## config.mk

```make
export PLATFORM = sky130hd
export DESIGN_NAME = pss_shifter
export DESIGN_NICKNAME = d
export VERILOG_FILES = /design/src/design/pss_shifter.v
export VERILOG_INCLUDE_DIRS = /design/src /design/src/design
export SDC_FILE = /design/constraint.sdc
export NUM_CORES = 1
export LEC_CHECK = 0
export BUFFER_PORTS_ARGS = -buffer_cell sky130_fd_sc_hd__buf_2
export CAP_MARGIN = 20
export CORE_MARGIN = 2
export CORE_UTILIZATION = 50
export DETAILED_ROUTE_END_ITERATION = 10
export HOLD_SLACK_MARGIN = 0.08
export PLACE_DENSITY = 0.67
export SYNTH_ARGS = -nofsm -noshare
export SYNTH_HDL_FRONTEND = slang
export SYNTH_SLANG_ARGS = --single-unit
```

## constraint.sdc

```tcl
create_clock -name clk_i -period 1.73 [get_ports clk_i]
set_clock_uncertainty 0.2 [all_clocks]
set_input_delay 0.173 -clock clk_i [delete_from_list [all_inputs] [get_ports clk_i]]
set_output_delay 0.173 -clock clk_i [all_outputs]
set_load 0.005 [all_outputs]
```

## src/design/pss_consts.vh

```
// Constants for the parallel-in serial-out shifter.
// Assumes inclusion by its bare name from the design file.
`ifndef PSS_CONSTS_VH
`define PSS_CONSTS_VH

// ----------------------------------------------------------------
// Shape
// ----------------------------------------------------------------
`define PSS_STAGES 8
`define PSS_FIRST 7
`define PSS_SECOND 1
`define PSS_LAST 0

// ----------------------------------------------------------------
// Idle pin levels, also the synchroniser reset values
// ----------------------------------------------------------------
`define PSS_LOAD_IDLE 1'h1
`define PSS_SCLK_IDLE 1'h0
`define PSS_INHIBIT_IDLE 1'h0

// ----------------------------------------------------------------
// Controller clock limits, in MHz
// ----------------------------------------------------------------
`define PSS_FMAX_LIGHT_MHZ 194
`define PSS_FMAX_HEAVY_MHZ 122

`endif

```

## src/design/pss_shifter.v

```verilog
// Eight-stage parallel-in serial-out shifter, sampled on clk_i.
// Assumes every pin is asynchronous to clk_i; all but rstn_i are synchronised here.
// Limitation: a pin level shorter than two clk_i periods may be lost.

`timescale 1ns/1ps
`default_nettype none

`include "pss_consts.vh"

module pss_shifter (
  input wire clk_i,
  input wire rstn_i,
  input wire shift_or_load_n_i,
  input wire shift_clock_i,
  input wire shift_clock_inhibit_i,
  input wire serial_in_i,
  input wire [`PSS_STAGES-1:0] par_data_i,
  output wire serial_out_o,
  output wire serial_out_complement_o
);

  // ----------------------------------------------------------------
  // Helpers
  // ----------------------------------------------------------------
  // Rising edge between the previous and the current accepted level
  function pss_rise;
    input cur;
    input prev;
    begin
      pss_rise = cur & ~prev;
    end
  endfunction

  // ----------------------------------------------------------------
  // Load pin synchroniser
  // ----------------------------------------------------------------
  reg load_s1_r;
  reg load_s2_r;
  reg load_s3_r;
  reg load_n_r;

  always @(posedge clk_i or negedge rstn_i) begin
    if (!rstn_i) begin
      load_s1_r <= `PSS_LOAD_IDLE;
      load_s2_r <= `PSS_LOAD_IDLE;
      load_s3_r <= `PSS_LOAD_IDLE;
    end else begin
      load_s1_r <= shift_or_load_n_i;
      load_s2_r <= load_s1_r;
      load_s3_r <= load_s2_r;
    end
  end

  // A level counts once the second and third flops agree
  always @(posedge clk_i or negedge rstn_i) begin
    if (!rstn_i) begin
      load_n_r <= `PSS_LOAD_IDLE;
    end else if (load_s2_r == load_s3_r) begin
      load_n_r <= load_s3_r;
    end
  end

  // ----------------------------------------------------------------
  // Shift clock pin synchroniser
  // ----------------------------------------------------------------
  reg sclk_s1_r;
  reg sclk_s2_r;
  reg sclk_s3_r;
  reg sclk_lvl_r;
  reg sclk_prev_r;

  always @(posedge clk_i or negedge rstn_i) begin
    if (!rstn_i) begin
      sclk_s1_r <= `PSS_SCLK_IDLE;
      sclk_s2_r <= `PSS_SCLK_IDLE;
      sclk_s3_r <= `PSS_SCLK_IDLE;
    end else begin
      sclk_s1_r <= shift_clock_i;
      sclk_s2_r <= sclk_s1_r;
      sclk_s3_r <= sclk_s2_r;
    end
  end

  // Reset to the idle level, so no false edge follows reset
  always @(posedge clk_i or negedge rstn_i) begin
    if (!rstn_i) begin
      sclk_lvl_r <= `PSS_SCLK_IDLE;
      sclk_prev_r <= `PSS_SCLK_IDLE;
    end else begin
      sclk_prev_r <= sclk_lvl_r;
      if (sclk_s2_r == sclk_s3_r) begin
        sclk_lvl_r <= sclk_s3_r;
      end
    end
  end

  // ----------------------------------------------------------------
  // Inhibit pin synchroniser
  // ----------------------------------------------------------------
  reg inhibit_s1_r;
  reg inhibit_s2_r;
  reg inhibit_s3_r;
  reg inhibit_lvl_r;
  reg inhibit_prev_r;

  always @(posedge clk_i or negedge rstn_i) begin
    if (!rstn_i) begin
      inhibit_s1_r <= `PSS_INHIBIT_IDLE;
      inhibit_s2_r <= `PSS_INHIBIT_IDLE;
      inhibit_s3_r <= `PSS_INHIBIT_IDLE;
    end else begin
      inhibit_s1_r <= shift_clock_inhibit_i;
      inhibit_s2_r <= inhibit_s1_r;
      inhibit_s3_r <= inhibit_s2_r;
    end
  end

  // Reset to the idle level, so no false edge follows reset
  always @(posedge clk_i or negedge rstn_i) begin
    if (!rstn_i) begin
      inhibit_lvl_r <= `PSS_INHIBIT_IDLE;
      inhibit_prev_r <= `PSS_INHIBIT_IDLE;
    end else begin
      inhibit_prev_r <= inhibit_lvl_r;
      if (inhibit_s2_r == inhibit_s3_r) begin
        inhibit_lvl_r <= inhibit_s3_r;
      end
    end
  end

  // ----------------------------------------------------------------
  // Parallel data synchroniser
  // ----------------------------------------------------------------
  // No reset: the value only matters once a load takes it
  reg [`PSS_STAGES-1:0] dat_s1_r;
  reg [`PSS_STAGES-1:0] dat_s2_r;
  reg [`PSS_STAGES-1:0] dat_s3_r;
  reg [`PSS_STAGES-1:0] dat_r;

  always @(posedge clk_i) begin
    dat_s1_r <= par_data_i;
    dat_s2_r <= dat_s1_r;
    dat_s3_r <= dat_s2_r;
  end

  always @(posedge clk_i) begin
    if (dat_s2_r == dat_s3_r) begin
      dat_r <= dat_s3_r;
    end
  end

  // ----------------------------------------------------------------
  // Serial input synchroniser
  // ----------------------------------------------------------------
  // Same depth as the controls, so data and its strobe line up
  reg sin_s1_r;
  reg sin_s2_r;
  reg sin_s3_r;
  reg sin_r;

  always @(posedge clk_i) begin
    sin_s1_r <= serial_in_i;
    sin_s2_r <= sin_s1_r;
    sin_s3_r <= sin_s2_r;
  end

  always @(posedge clk_i) begin
    if (sin_s2_r == sin_s3_r) begin
      sin_r <= sin_s3_r;
    end
  end

  // ----------------------------------------------------------------
  // Shift decision
  // ----------------------------------------------------------------
  wire sclk_rise;
  wire inhibit_rise;
  wire shift_now;

  assign sclk_rise = pss_rise(sclk_lvl_r, sclk_prev_r);
  assign inhibit_rise = pss_rise(inhibit_lvl_r, inhibit_prev_r);
  // Both rising together matches neither shift case: no shift
  assign shift_now = load_n_r &
    ((sclk_rise & ~inhibit_lvl_r) |
    (inhibit_rise & ~sclk_lvl_r));

  // ----------------------------------------------------------------
  // Stages
  // ----------------------------------------------------------------
  // Deliberately no reset: contents are undefined until the first load
  reg [`PSS_STAGES-1:0] stage_r;
  reg [`PSS_STAGES-1:0] stage_nxt;
  reg out_inv_r;

  always @* begin
    stage_nxt = stage_r;
    if (!load_n_r) begin
      stage_nxt = dat_r;
    end else if (shift_now) begin
      stage_nxt = {sin_r, stage_r[`PSS_FIRST:`PSS_SECOND]};
    end
  end

  always @(posedge clk_i) begin
    stage_r <= stage_nxt;
    out_inv_r <= ~stage_nxt[`PSS_LAST];
  end

  // ----------------------------------------------------------------
  // Serial outputs
  // ----------------------------------------------------------------
  assign serial_out_o = stage_r[`PSS_LAST];
  assign serial_out_complement_o = out_inv_r;

endmodule // pss_shifter
`default_nettype wire

```

==> qor_table.md, run 1 <==
| Parameter | Value |
| --- | --- |
| Remaining antenna violation count after routing | 0 |
| Worst-path cell chain | nor3b_2, nor2_1, buf_4, o22ai_2 |
| Non-filler instance count after layout | 201 |
| Sum of routed wire segments on met1 | 1080 um |
| CTS Buf Count | 9 |
| Worst hold margin | 0.124 ns |
| Fmax | 652 MHz |
| DP Wirelength | 1440 um |
| Share of post-route cells with drive strength above 1 | 0.310 |
| Wire length on met2 | 1170 um |
| Post-placement cell area | 1930 um2 |
| Final worst path period need | 1.53 ns |
| CTS-repair resized insts | 0 |
| Data arrival at the endpoint of the critical path | 1.45 ns |
| Total count of max-transition violations in the final report | 0 |
| Clock net sink count | 59 |
| Critical path type | reg -> reg |
| Commonest cells after routing, fill and taps aside | sky130_fd_sc_hd__dfxtp_1, sky130_fd_sc_hd__edfxtp_1, sky130_fd_sc_hd__buf_2, sky130_fd_sc_hd__dlygate4sd3_1, sky130_fd_sc_hd__nand2_1 |
| Proportion of power drawn by combinational gates | 0.062 |
| Worst-case reg-to-reg path depth | 4 |
| Met3 wirelength from detailed routing | 96 um |
| Internal power consumption | 2.23 mW |
| Final setup vio count | 0 |
| Power density relative to cell area | 1260 nW/um2 |
| Clk pwr share | 0.379 |
| Part of the Yosys area used for sequential elements | 0.793 |
| Most common cell after layout, fill and taps aside | sky130_fd_sc_hd__dfxtp_1 |
| First-pass DRT Iterations | 4 |
| Internal reg-to-reg setup slack | 0.20 ns |
| Maximum resistive drop on vdd | 0.000836 V |
| Flop and latch count out of synthesis | 59 |
| Total congestion overflow | 0 |
| Die area | 4090 um2 |
| Sort of element at the end of the critical path | flop |
| Netlist cell types | 17 |
| Setup TNS after final layout | 0 ns |
| Post-CTS clock slew at the launch and capture registers of the worst setup and hold paths | 0.09 ns |
| Maximum buffer depth of the clock tree | 2 |
| Largest net degree at the start of global routing | 13 |
| Leakage dissipation | 0.914 nW |
| Sw Share | 0.206 |
| Final-layout fill cell count | 245 |
| Routed wire length | 2390 um |
| GP Congestion | 0.755 |
| First-pass GRT wire length | 4080 um |
| Net Sw Power | 0.579 mW |
| Iter 0 DRT Violations | 65 |
| Critical Path Max Stage Delay | 0.43 ns |
| Fin area | 2240 um2 |
| Number of port buffers | 15 |
| Final hold violations | 0 |
| Layout overhead on the synthesized area | 24.3% |
| Result of the run | finished clean |
| Startpoint kind of the worst setup timing path | flop |
| Post-synthesis cell count | 109 |
| Starting Density | 0.531 |
| Cell area after synthesis | 1800 um2 |
| Sequential share of power | 0.559 |
| H-tree Lvls | 3 |
| Normalized max-slew margin | 0.694 |
| Count of hold-fix buffers inserted at cts | 14 |
| Number of global-route vias before repair | 925 |
| Power Total | 2.81 mW |
| Diodes inserted | 0 |
| Max-Cap Viols | 0 |
| Post-layout net count | 164 |
| Number of buffers inserted by post-CTS setup repair | 0 |
| Die boundary width | 64.0 um |
| Avg Vias per Cell | 4.56 |
| Remaining DRCs | 0 |
| Endpoint of the most critical register-to-register path | stage_r[1]$_DFFE_PP_ |
| Inst Count DP | 171 |
| GRT Resource Usage Total | 0.141 |
| Critical Path Slowest Stage Cell | sky130_fd_sc_hd__dfrtp_1 |
| Boundary pin count | 16 |
| Final Core Density | 0.660 |
| Yosys synthesis warning count | 0 |
| Data required time at the worst endpoint | 1.65 ns |
| Worst hold-check path type | in -> async |
| Clock latency on the worst-skew pair | 0.36 ns |
| Placeable core region | 3390 um2 |
| Clock tree from TritonCTS | built |
| Mean Syn Cell Area | 16.5 um2 |
| Die span in y | 64.0 um |
| Final critical-path share of the clock period | 0.886 |
| Net count of the mapped netlist | 123 |
| Number of antenna violations at the first check in global routing | 0 |
| Critical Path Fanout Max | 7 |
| Min setup slack post-route | 0.196 ns |
| Row Count | 21 |
| Worst-case setup slack after placement | 0.206 ns |
| Reg-to-reg critical path startpoint | inhibit_lvl_r$_DFFE_PN0N_ |
| Slew at the pin with the worst max-slew slack | 0.458 ns |
| Top Layer Used | met4 |
| Unrepaired setup endpoints after global routing | false |
| Vias post-DR | 916 |
| Root buffer selected by CTS | sky130_fd_sc_hd__clkbuf_4 |
| Detail-routed net length per standard cell | 11.9 um |
==> layout make-up <==
cell class,instances,area [um2],share of cell area
clock buffer,13,124,0.0554
clock inverter,3,41.3,0.0185
inverter,8,30.0,0.0134
multi-input combinational,39,313,0.140
sequential,59,1430,0.638
tap,46,57.6,0.0257
timing repair buffer,33,245,0.110
==> kinds of logic (layout without fill, tap and decap cells) <==
| kind of cell | Yosys count | in the layout | synth area share |
|---|---|---|---|
| AOI/OAI and AO/OA | 10 | 10 | 0.0654 |
| xor gates and xnor gates | 9 | 9 | 0.0438 |
| adders and majority gates | 3 | 3 | 0.0167 |
| buffers and inverters | 11 | 57 | 0.0334 |
| DFF | 59 | 59 | 0.793 |
| and+or+nand+nor | 17 | 17 | 0.0480 |
==> how the worst max path moves through the flow <==
stage          cells after the start                      start                    to
2_1_floorplan                      4     sclk_lvl_r$_DFFE_PN0N_  stage_r[1]$_DFFE_PP_
3_3_place_gp                       4  inhibit_lvl_r$_DFFE_PN0N_  stage_r[7]$_DFFE_PP_
3_5_place_dp                       4  inhibit_lvl_r$_DFFE_PN0N_  stage_r[4]$_DFFE_PP_
4_1_cts                            4  inhibit_lvl_r$_DFFE_PN0N_  stage_r[1]$_DFFE_PP_
5_1_grt                            3     sclk_lvl_r$_DFFE_PN0N_  stage_r[1]$_DFFE_PP_
6_report                           4  inhibit_lvl_r$_DFFE_PN0N_  stage_r[1]$_DFFE_PP_
==> cells in the mapped netlist <==
| cell type | count | area (um2) |
|---|---|---|
| sky130_fd_sc_hd__dfxtp_1 | 28 | 561 |
| sky130_fd_sc_hd__edfxtp_1 | 17 | 510 |
| sky130_fd_sc_hd__nand2_1 | 11 | 41.3 |
| sky130_fd_sc_hd__dfrtp_1 | 10 | 250 |
| sky130_fd_sc_hd__xnor2_1 | 9 | 78.8 |
| sky130_fd_sc_hd__inv_1 | 8 | 30.0 |
| sky130_fd_sc_hd__o22ai_2 | 8 | 100 |
| sky130_fd_sc_hd__dfstp_2 | 4 | 105 |
| sky130_fd_sc_hd__maj3_1 | 3 | 30.0 |
| sky130_fd_sc_hd__nand4_1 | 2 | 12.5 |
| sky130_fd_sc_hd__nor2_1 | 2 | 7.51 |
| sky130_fd_sc_hd__nor3b_2 | 2 | 25.0 |
| sky130_fd_sc_hd__buf_2 | 1 | 5.00 |
| sky130_fd_sc_hd__buf_6 | 1 | 11.3 |
| sky130_fd_sc_hd__clkbuf_8 | 1 | 13.8 |
| sky130_fd_sc_hd__o21a_1 | 1 | 7.51 |
| sky130_fd_sc_hd__o32a_1 | 1 | 10.0 |
==> sequential cells by signal, indices dropped and copies added (netlist names), 7 cells and up, named ones only <==
| name | cells |
|---|---|
| stage_r | 7 |
| dat_s1_r | 8 |
| dat_r | 8 |
| dat_s3_r | 8 |
| dat_s2_r | 8 |
==> worst max-delay path, delay by kind of cell, from the launching register on <==
family / cells / cell delay (ns)
buffers and inverters: 1 / 0.21
DFF: 1 / 0.43
and+or+nand+nor: 2 / 0.37
AOI/OAI and AO/OA: 1 / 0.09
==> power by group through the flow <==
stage / Sequential, mW / Combinational [mW] / Clock [mW]
final: 1.57 / 0.174 / 1.07
after global routing: 1.58 / 0.194 / 1.17
after CTS: 1.57 / 0.176 / 1.09
after detailed placement: 1.61 / 0.151 / 0
after global placement: 1.60 / 0.147 / 0
after floorplan: 1.59 / 0.116 / 0
==> per-layer routing <==
layer / vias to the layer above / global-route usage
met5: - / 0
met1: 431 / 0.167
li1: 460 / -
met4: 0 / 0.106
met2: 19 / 0.204
met3: 6 / 0.0581
Power figures use the tool's default switching activity.
==> inputs of run 2 (changes only) <==
Settings changed: CELL_PAD_IN_SITES_DETAIL_PLACEMENT set to 1, CELL_PAD_IN_SITES_GLOBAL_PLACEMENT set to 1, CORE_UTILIZATION 50 to 48, PLACE_DENSITY 0.67 to 0.74.
==> qor_table.md, run 2 (same netlist as run 1, synthesis figures left out) <==
| Parameter | Value | Delta |
| --- | --- | --- |
| Remaining antenna violation count after routing | 0 | unchanged |
| Final worst path period need | 1.52 ns | -0.0139 ns |
| Row Count | 22 | +4.8% |
| Routed wire length | 2630 um | +10% |
| Die span in y | 65.2 um | +1.9% |
| Post-layout net count | 164 | unchanged |
| Power density relative to cell area | 1270 nW/um2 | +1.1% |
| Fin area | 2260 um2 | +0.95% |
| Sequential share of power | 0.549 | -0.010 |
| Setup TNS after final layout | 0 ns | unchanged |
| Iter 0 DRT Violations | 38 | -42% |
| Post-CTS clock slew at the launch and capture registers of the worst setup and hold paths | 0.07 ns | -0.02 ns |
| Die area | 4250 um2 | +3.9% |
| Worst-path cell chain | nor3b_2, nor2_2, buf_4, o22ai_2 |  |
| Data required time at the worst endpoint | 1.60 ns | -0.05 ns |
| Result of the run | finished clean |  |
| Top cell family by delay on the critical path | flip-flops |  |
| Power Total | 2.87 mW | +2.0% |
| Normalized max-slew margin | 0.709 | +0.0152 |
| Min setup slack post-route | 0.210 ns | +0.0139 ns |
| Layout overhead on the synthesized area | 25.5% |  |
| Clock net sink count | 59 | unchanged |
| Internal power consumption | 2.23 mW | about the same |
| Final setup vio count | 0 | unchanged |
| Number of buffers inserted by post-CTS setup repair | 0 | unchanged |
| Avg Vias per Cell | 4.45 | -2.4% |
| Clock tree from TritonCTS | built |  |
| CTS Buf Count | 9 | unchanged |
| Critical Path Fanout Max | 6 | -1 |
| Commonest cells after routing, fill and taps aside | sky130_fd_sc_hd__dfxtp_1, sky130_fd_sc_hd__edfxtp_1, sky130_fd_sc_hd__buf_2, sky130_fd_sc_hd__dlygate4sd3_1 |  |
| Maximum resistive drop on vdd | 0.000827 V | -1.1% |
| Most common cell after layout, fill and taps aside | sky130_fd_sc_hd__dfxtp_1 |  |
| Max-Cap Viols | 0 | unchanged |
| Root buffer selected by CTS | sky130_fd_sc_hd__clkbuf_8 |  |
| Detail-routed net length per standard cell | 13.0 um | +9.1% |
| Critical path buffer and inverter count | 1 | unchanged |
| Net Sw Power | 0.637 mW | +10% |
| Total count of max-transition violations in the final report | 0 | unchanged |
| DP Wirelength | 1610 um | +12% |
| Final critical-path share of the clock period | 0.878 | -0.00804 |
| Maximum buffer depth of the clock tree | 2 | unchanged |
| Boundary pin count | 16 | unchanged |
| Starting Density | 0.495 | -0.0356 |
| GRT Resource Usage Total | 0.158 | +0.0173 |
| Clk pwr share | 0.388 | +0.009 |
| Leakage dissipation | 0.919 nW | +0.56% |
| Clock latency on the worst-skew pair | 0.33 ns | -0.03 ns |
| Data arrival at the endpoint of the critical path | 1.39 ns | -0.06 ns |
| Unrepaired setup endpoints after global routing | false |  |
| Remaining DRCs | 0 | unchanged |
| First-pass GRT wire length | 4570 um | +12% |
| Proportion of power drawn by combinational gates | 0.063 | about the same |
| Final hold violations | 0 | unchanged |
| Placeable core region | 3630 um2 | +7.2% |
| Critical Path Max Stage Delay | 0.42 ns | about the same |
| Critical path type | reg -> reg |  |
| Critical Path Slowest Stage Cell | sky130_fd_sc_hd__dfrtp_1 |  |
| Total congestion overflow | 0 | unchanged |
| Number of port buffers | 15 | unchanged |
| Worst hold-check path type | reg -> reg |  |
| Fmax | 658 MHz | +0.92% |
| Non-filler instance count after layout | 203 | +1.0% |
| Vias post-DR | 903 | -1.4% |
| Post-placement cell area | 1930 um2 | +0.13% |
| Largest net degree at the start of global routing | 13 | unchanged |
| Startpoint kind of the worst setup timing path | flop |  |
| Share of post-route cells with drive strength above 1 | 0.316 | +0.00645 |
| Inst Count DP | 173 | +1.2% |
| GP Congestion | 0.701 | -7.1% |
| Die boundary width | 65.2 um | +1.9% |
| Diodes inserted | 0 | unchanged |
| Sort of element at the end of the critical path | flop |  |
| Sw Share | 0.222 | +0.0161 |
| Worst-case setup slack after placement | 0.124 ns | -0.0822 ns |
| H-tree Lvls | 3 | unchanged |
| Number of global-route vias before repair | 990 | +7.0% |
| Slew at the pin with the worst max-slew slack | 0.435 ns | -0.0228 ns |
| Number of antenna violations at the first check in global routing | 0 | unchanged |
| First-pass DRT Iterations | 4 | unchanged |
run 2: cell count changes in the layout (fill, tap and decap cells not counted), sizes merged:
| cell | delta |
|---|---|
| bufinv | -1 |
| clkbuf | -1 |
| clkinv | +1 |
| inv | +1 |
run 2: stage by stage:
step,hold slack [ns],util
floorplan,-0.323,-
global placement,-0.136,0.532
detailed placement,-0.126,0.532
CTS,0.124,0.620
global route,0.132,0.622
finish,0.127,0.622
run 2: worst register-to-register path: cells and delay by family (launching register included):
family	cells	cell delay, ns
compound gates	1	0.09
buf+inv	1	0.20
flops	1	0.42
simple gates	2	0.35
run 2: layout make-up:
| cell class | instances | area [um2] |
|---|---|---|
| sequential | 59 | 1430 |
| fill | 356 | 1380 |
| multi-input combinational | 39 | 318 |
| timing repair buffer | 33 | 245 |
| clock buffer | 12 | 156 |
| tap | 48 | 60.1 |
| inverter | 8 | 30.0 |
| clock inverter | 4 | 22.5 |
run 2: timing repair:
item	in CTS	in global routing
gates resized for setup	0	2
hold endpoints to repair	26	0
hold buffers	14	0
endpoints found under the setup margin	0	7
run 2: per-layer routing:
layer  routed length, um  track usage  part of all wire  vias to the layer above
li1                    -            -                 -                      454
met1                1080        0.172              0.41                      426
met2                1360        0.241              0.52                       18
met3                 118       0.0736             0.045                        5
met4                  72        0.117             0.027                        0
met5                   0            0                 0                        -
run 2: power groups by stage:
stage	Sequential [mW]	Combinational, mW	Clock, mW
floorplan	1.59	0.116	0
global placement	1.60	0.148	0
detailed placement	1.61	0.157	0
CTS	1.58	0.182	1.15
global route	1.59	0.201	1.22
finish	1.58	0.182	1.11
run 2: path summary, 6_finish.rpt:
| path | end | start | slack [ns] | cells after the start |
|---|---|---|---|---|
| max | stage_r[4]$_DFFE_PP_ | sclk_lvl_r$_DFFE_PN0N_ | 0.21 | 4 |
| min | dat_s2_r[3]$_DFF_P_ | dat_s1_r[3]$_DFF_P_ | 0.13 | 0 |
| max reg2reg | stage_r[4]$_DFFE_PP_ | sclk_lvl_r$_DFFE_PN0N_ | 0.21 | 4 |
| min reg2reg | dat_s2_r[3]$_DFF_P_ | dat_s1_r[3]$_DFF_P_ | 0.13 | 0 |
| max in group asynchronous | inhibit_lvl_r$_DFFE_PN0N_ | rstn_i | 0.28 | 3 |
| min in group asynchronous | load_s2_r$_DFF_PN1_ | rstn_i | 0.18 | 2 |
==> inputs of run 3 (changes only) <==
Settings changed: CELL_PAD_IN_SITES_DETAIL_PLACEMENT 1 to unset, CELL_PAD_IN_SITES_GLOBAL_PLACEMENT 1 to unset, CORE_UTILIZATION 48 to 56, PLACE_DENSITY 0.74 to unset, PLACE_DENSITY_LB_ADDON set to 0.1.
==> qor_table.md, run 3 (same netlist as run 1, synthesis figures left out) <==
| Parameter | Value | Delta |
| --- | --- | --- |
| Wire length on met2 | 1150 um | -16% |
| Final critical-path share of the clock period | 0.880 | +0.00197 |
| Result of the run | finished clean |  |
| Post-CTS clock slew at the launch and capture registers of the worst setup and hold paths | 0.09 ns | +0.02 ns |
| Power density relative to cell area | 1160 nW/um2 | -8.4% |
| Sum of routed wire segments on met1 | 1100 um | +2.0% |
| Data required time at the worst endpoint | 1.65 ns | +0.05 ns |
| Setup TNS after final layout | 0 ns | unchanged |
| Maximum resistive drop on vdd | 0.000747 V | -9.6% |
| Min setup slack post-route | 0.207 ns | -0.00342 ns |
| DP Wirelength | 1430 um | -12% |
| Final worst path period need | 1.52 ns | +0.00341 ns |
| Critical Path Slowest Stage Cell | sky130_fd_sc_hd__dfrtp_1 |  |
| Placeable core region | 3050 um2 | -16% |
| Avg Vias per Cell | 4.56 | +2.4% |
| Final hold violations | 0 | unchanged |
| Worst-path cell chain | nor3b_2, nor2_1, buf_4, o22ai_2 |  |
| Top Layer Used | met4 |  |
| Number of global-route vias before repair | 917 | -7.4% |
| Maximum buffer depth of the clock tree | 2 | unchanged |
| First-pass GRT wire length | 4120 um | -9.9% |
| H-tree Lvls | 3 | unchanged |
| Leakage dissipation | 0.891 nW | -3.1% |
| Max-Cap Viols | 0 | unchanged |
| Total count of max-transition violations in the final report | 0 | unchanged |
| GP Congestion | 0.692 | -1.4% |
| Critical Path Fanout Max | 7 | +1 |
| Clock net sink count | 59 | unchanged |
| Startpoint kind of the worst setup timing path | flop |  |
| Starting Density | 0.589 | +0.0942 |
| Remaining antenna violation count after routing | 0 | unchanged |
| Detail-routed net length per standard cell | 12.0 um | -7.6% |
| Sort of element at the end of the critical path | flop |  |
| Data arrival at the endpoint of the critical path | 1.44 ns | +0.05 ns |
| Largest net degree at the start of global routing | 13 | unchanged |
| Unrepaired setup endpoints after global routing | false |  |
| Total congestion overflow | 0 | unchanged |
| Boundary pin count | 16 | unchanged |
| Routed wire length | 2370 um | -9.8% |
| Layout overhead on the synthesized area | 21.3% |  |
| Commonest cells after routing, fill and taps aside | sky130_fd_sc_hd__dfxtp_1, sky130_fd_sc_hd__edfxtp_1, sky130_fd_sc_hd__buf_2, sky130_fd_sc_hd__dlygate4sd3_1, sky130_fd_sc_hd__nand2_1 |  |
| Worst hold-check path type | in -> async |  |
| Iter 0 DRT Violations | 28 | -26% |
| Clock tree from TritonCTS | built |  |
| First-pass DRT Iterations | 4 | unchanged |
| CTS Buf Count | 9 | unchanged |
| Number of port buffers | 15 | unchanged |
| Post-layout net count | 164 | unchanged |
| Vias post-DR | 902 | -0.11% |
| Critical path type | reg -> reg |  |
| Most common cell after layout, fill and taps aside | sky130_fd_sc_hd__dfxtp_1 |  |
| Number of antenna violations at the first check in global routing | 0 | unchanged |
| Normalized max-slew margin | 0.709 | about the same |
| Root buffer selected by CTS | sky130_fd_sc_hd__clkbuf_4 |  |
| Fmax | 657 MHz | -0.22% |
| Row Count | 20 | -9.1% |
| Final setup vio count | 0 | unchanged |
| Final-layout fill cell count | 204 | -43% |
| Die area | 3680 um2 | -13% |
| Die span in y | 60.7 um | -7.0% |
| Met3 wirelength from detailed routing | 89 um | -25% |
| CTS-repair resized insts | 0 | unchanged |
| Diodes inserted | 0 | unchanged |
| Critical Path Max Stage Delay | 0.42 ns | about the same |
| Clock latency on the worst-skew pair | 0.36 ns | +0.03 ns |
| Worst-case setup slack after placement | 0.203 ns | +0.0794 ns |
| Remaining DRCs | 0 | unchanged |
| GRT Resource Usage Total | 0.169 | +0.0109 |
| Share of post-route cells with drive strength above 1 | 0.305 | -0.0109 |
| Die boundary width | 60.7 um | -7.0% |
| Slew at the pin with the worst max-slew slack | 0.435 ns | -0.000593 ns |
[run 3: cell types whose count changed in the layout (fill, tap and decap cells not counted), sizes merged]
| cell | delta |
|---|---|
| inv | -2 |
| clkinv | +1 |
[run 3: path summary, 6_finish.rpt]
path                                      startpoint                     end  slack [ns]  depth (start not counted)
setup / recovery           inhibit_lvl_r$_DFFE_PN0N_    stage_r[1]$_DFFE_PP_        0.21                          4
hold / removal                                rstn_i     load_s3_r$_DFF_PN1_        0.12                          2
setup reg to reg           inhibit_lvl_r$_DFFE_PN0N_    stage_r[1]$_DFFE_PP_        0.21                          4
hold reg to reg                  dat_s1_r[5]$_DFF_P_     dat_s2_r[5]$_DFF_P_        0.13                          0
max in group asynchronous                     rstn_i  inhibit_s3_r$_DFF_PN0_        0.34                          3
min in group clk_i               dat_s1_r[5]$_DFF_P_     dat_s2_r[5]$_DFF_P_        0.13                          0
[run 3: per-stage QoR]
stage               hold WS [ns]  cells  cell area [um2]  power, mW   util
CTS                       0.0930    198             2180       2.58  0.715
finish                     0.122    198             2180       2.54  0.715
floorplan                 -0.323    109             1800       1.70      -
global route               0.101    198             2180       2.68  0.715
detailed placement        -0.123    169             1930       1.76  0.632
global placement          -0.134    169             1930       1.75  0.632
[run 3: timing repair]
item / CTS / global route
hold buffers: 14 / 0
endpoints found under the hold margin: 26 / 0
setup buffers: 0 / 0
endpoints found under the setup margin: 0 / 0
[run 3: layout make-up]
type / count / area (um2) / area share
clock inverters: 3 / 15.0 / 0.00688
multi-input cells: 39 / 313 / 0.143
repair buffers: 33 / 245 / 0.112
well taps: 44 / 55.1 / 0.0252
clock buffers: 12 / 98.8 / 0.0453
flip-flops and latches: 59 / 1430 / 0.653
inverters: 8 / 30.0 / 0.0138
[run 3: routing by layer]
| layer | GRT usage | vias up |
|---|---|---|
| li1 | - | 452 |
| met1 | 0.205 | 428 |
| met2 | 0.249 | 18 |
| met3 | 0.0768 | 4 |
| met4 | 0.102 | 0 |
| met5 | 0 | - |
[run 3: report_power, final]
part | total [mW] | internal [mW] | switching, mW
clock | 0.792 | 0.361 | 0.431
combinational | 0.178 | 0.0994 | 0.0784
sequential | 1.57 | 1.53 | 0.0460
total | 2.54 | 1.99 | 0.556
[run 3: critical path: cells and delay by family, from the launching register on]
family          cells  cell delay (ns)
compound gates      1             0.09
buf+inv             1             0.21
flops               1             0.42
simple gates        2             0.36
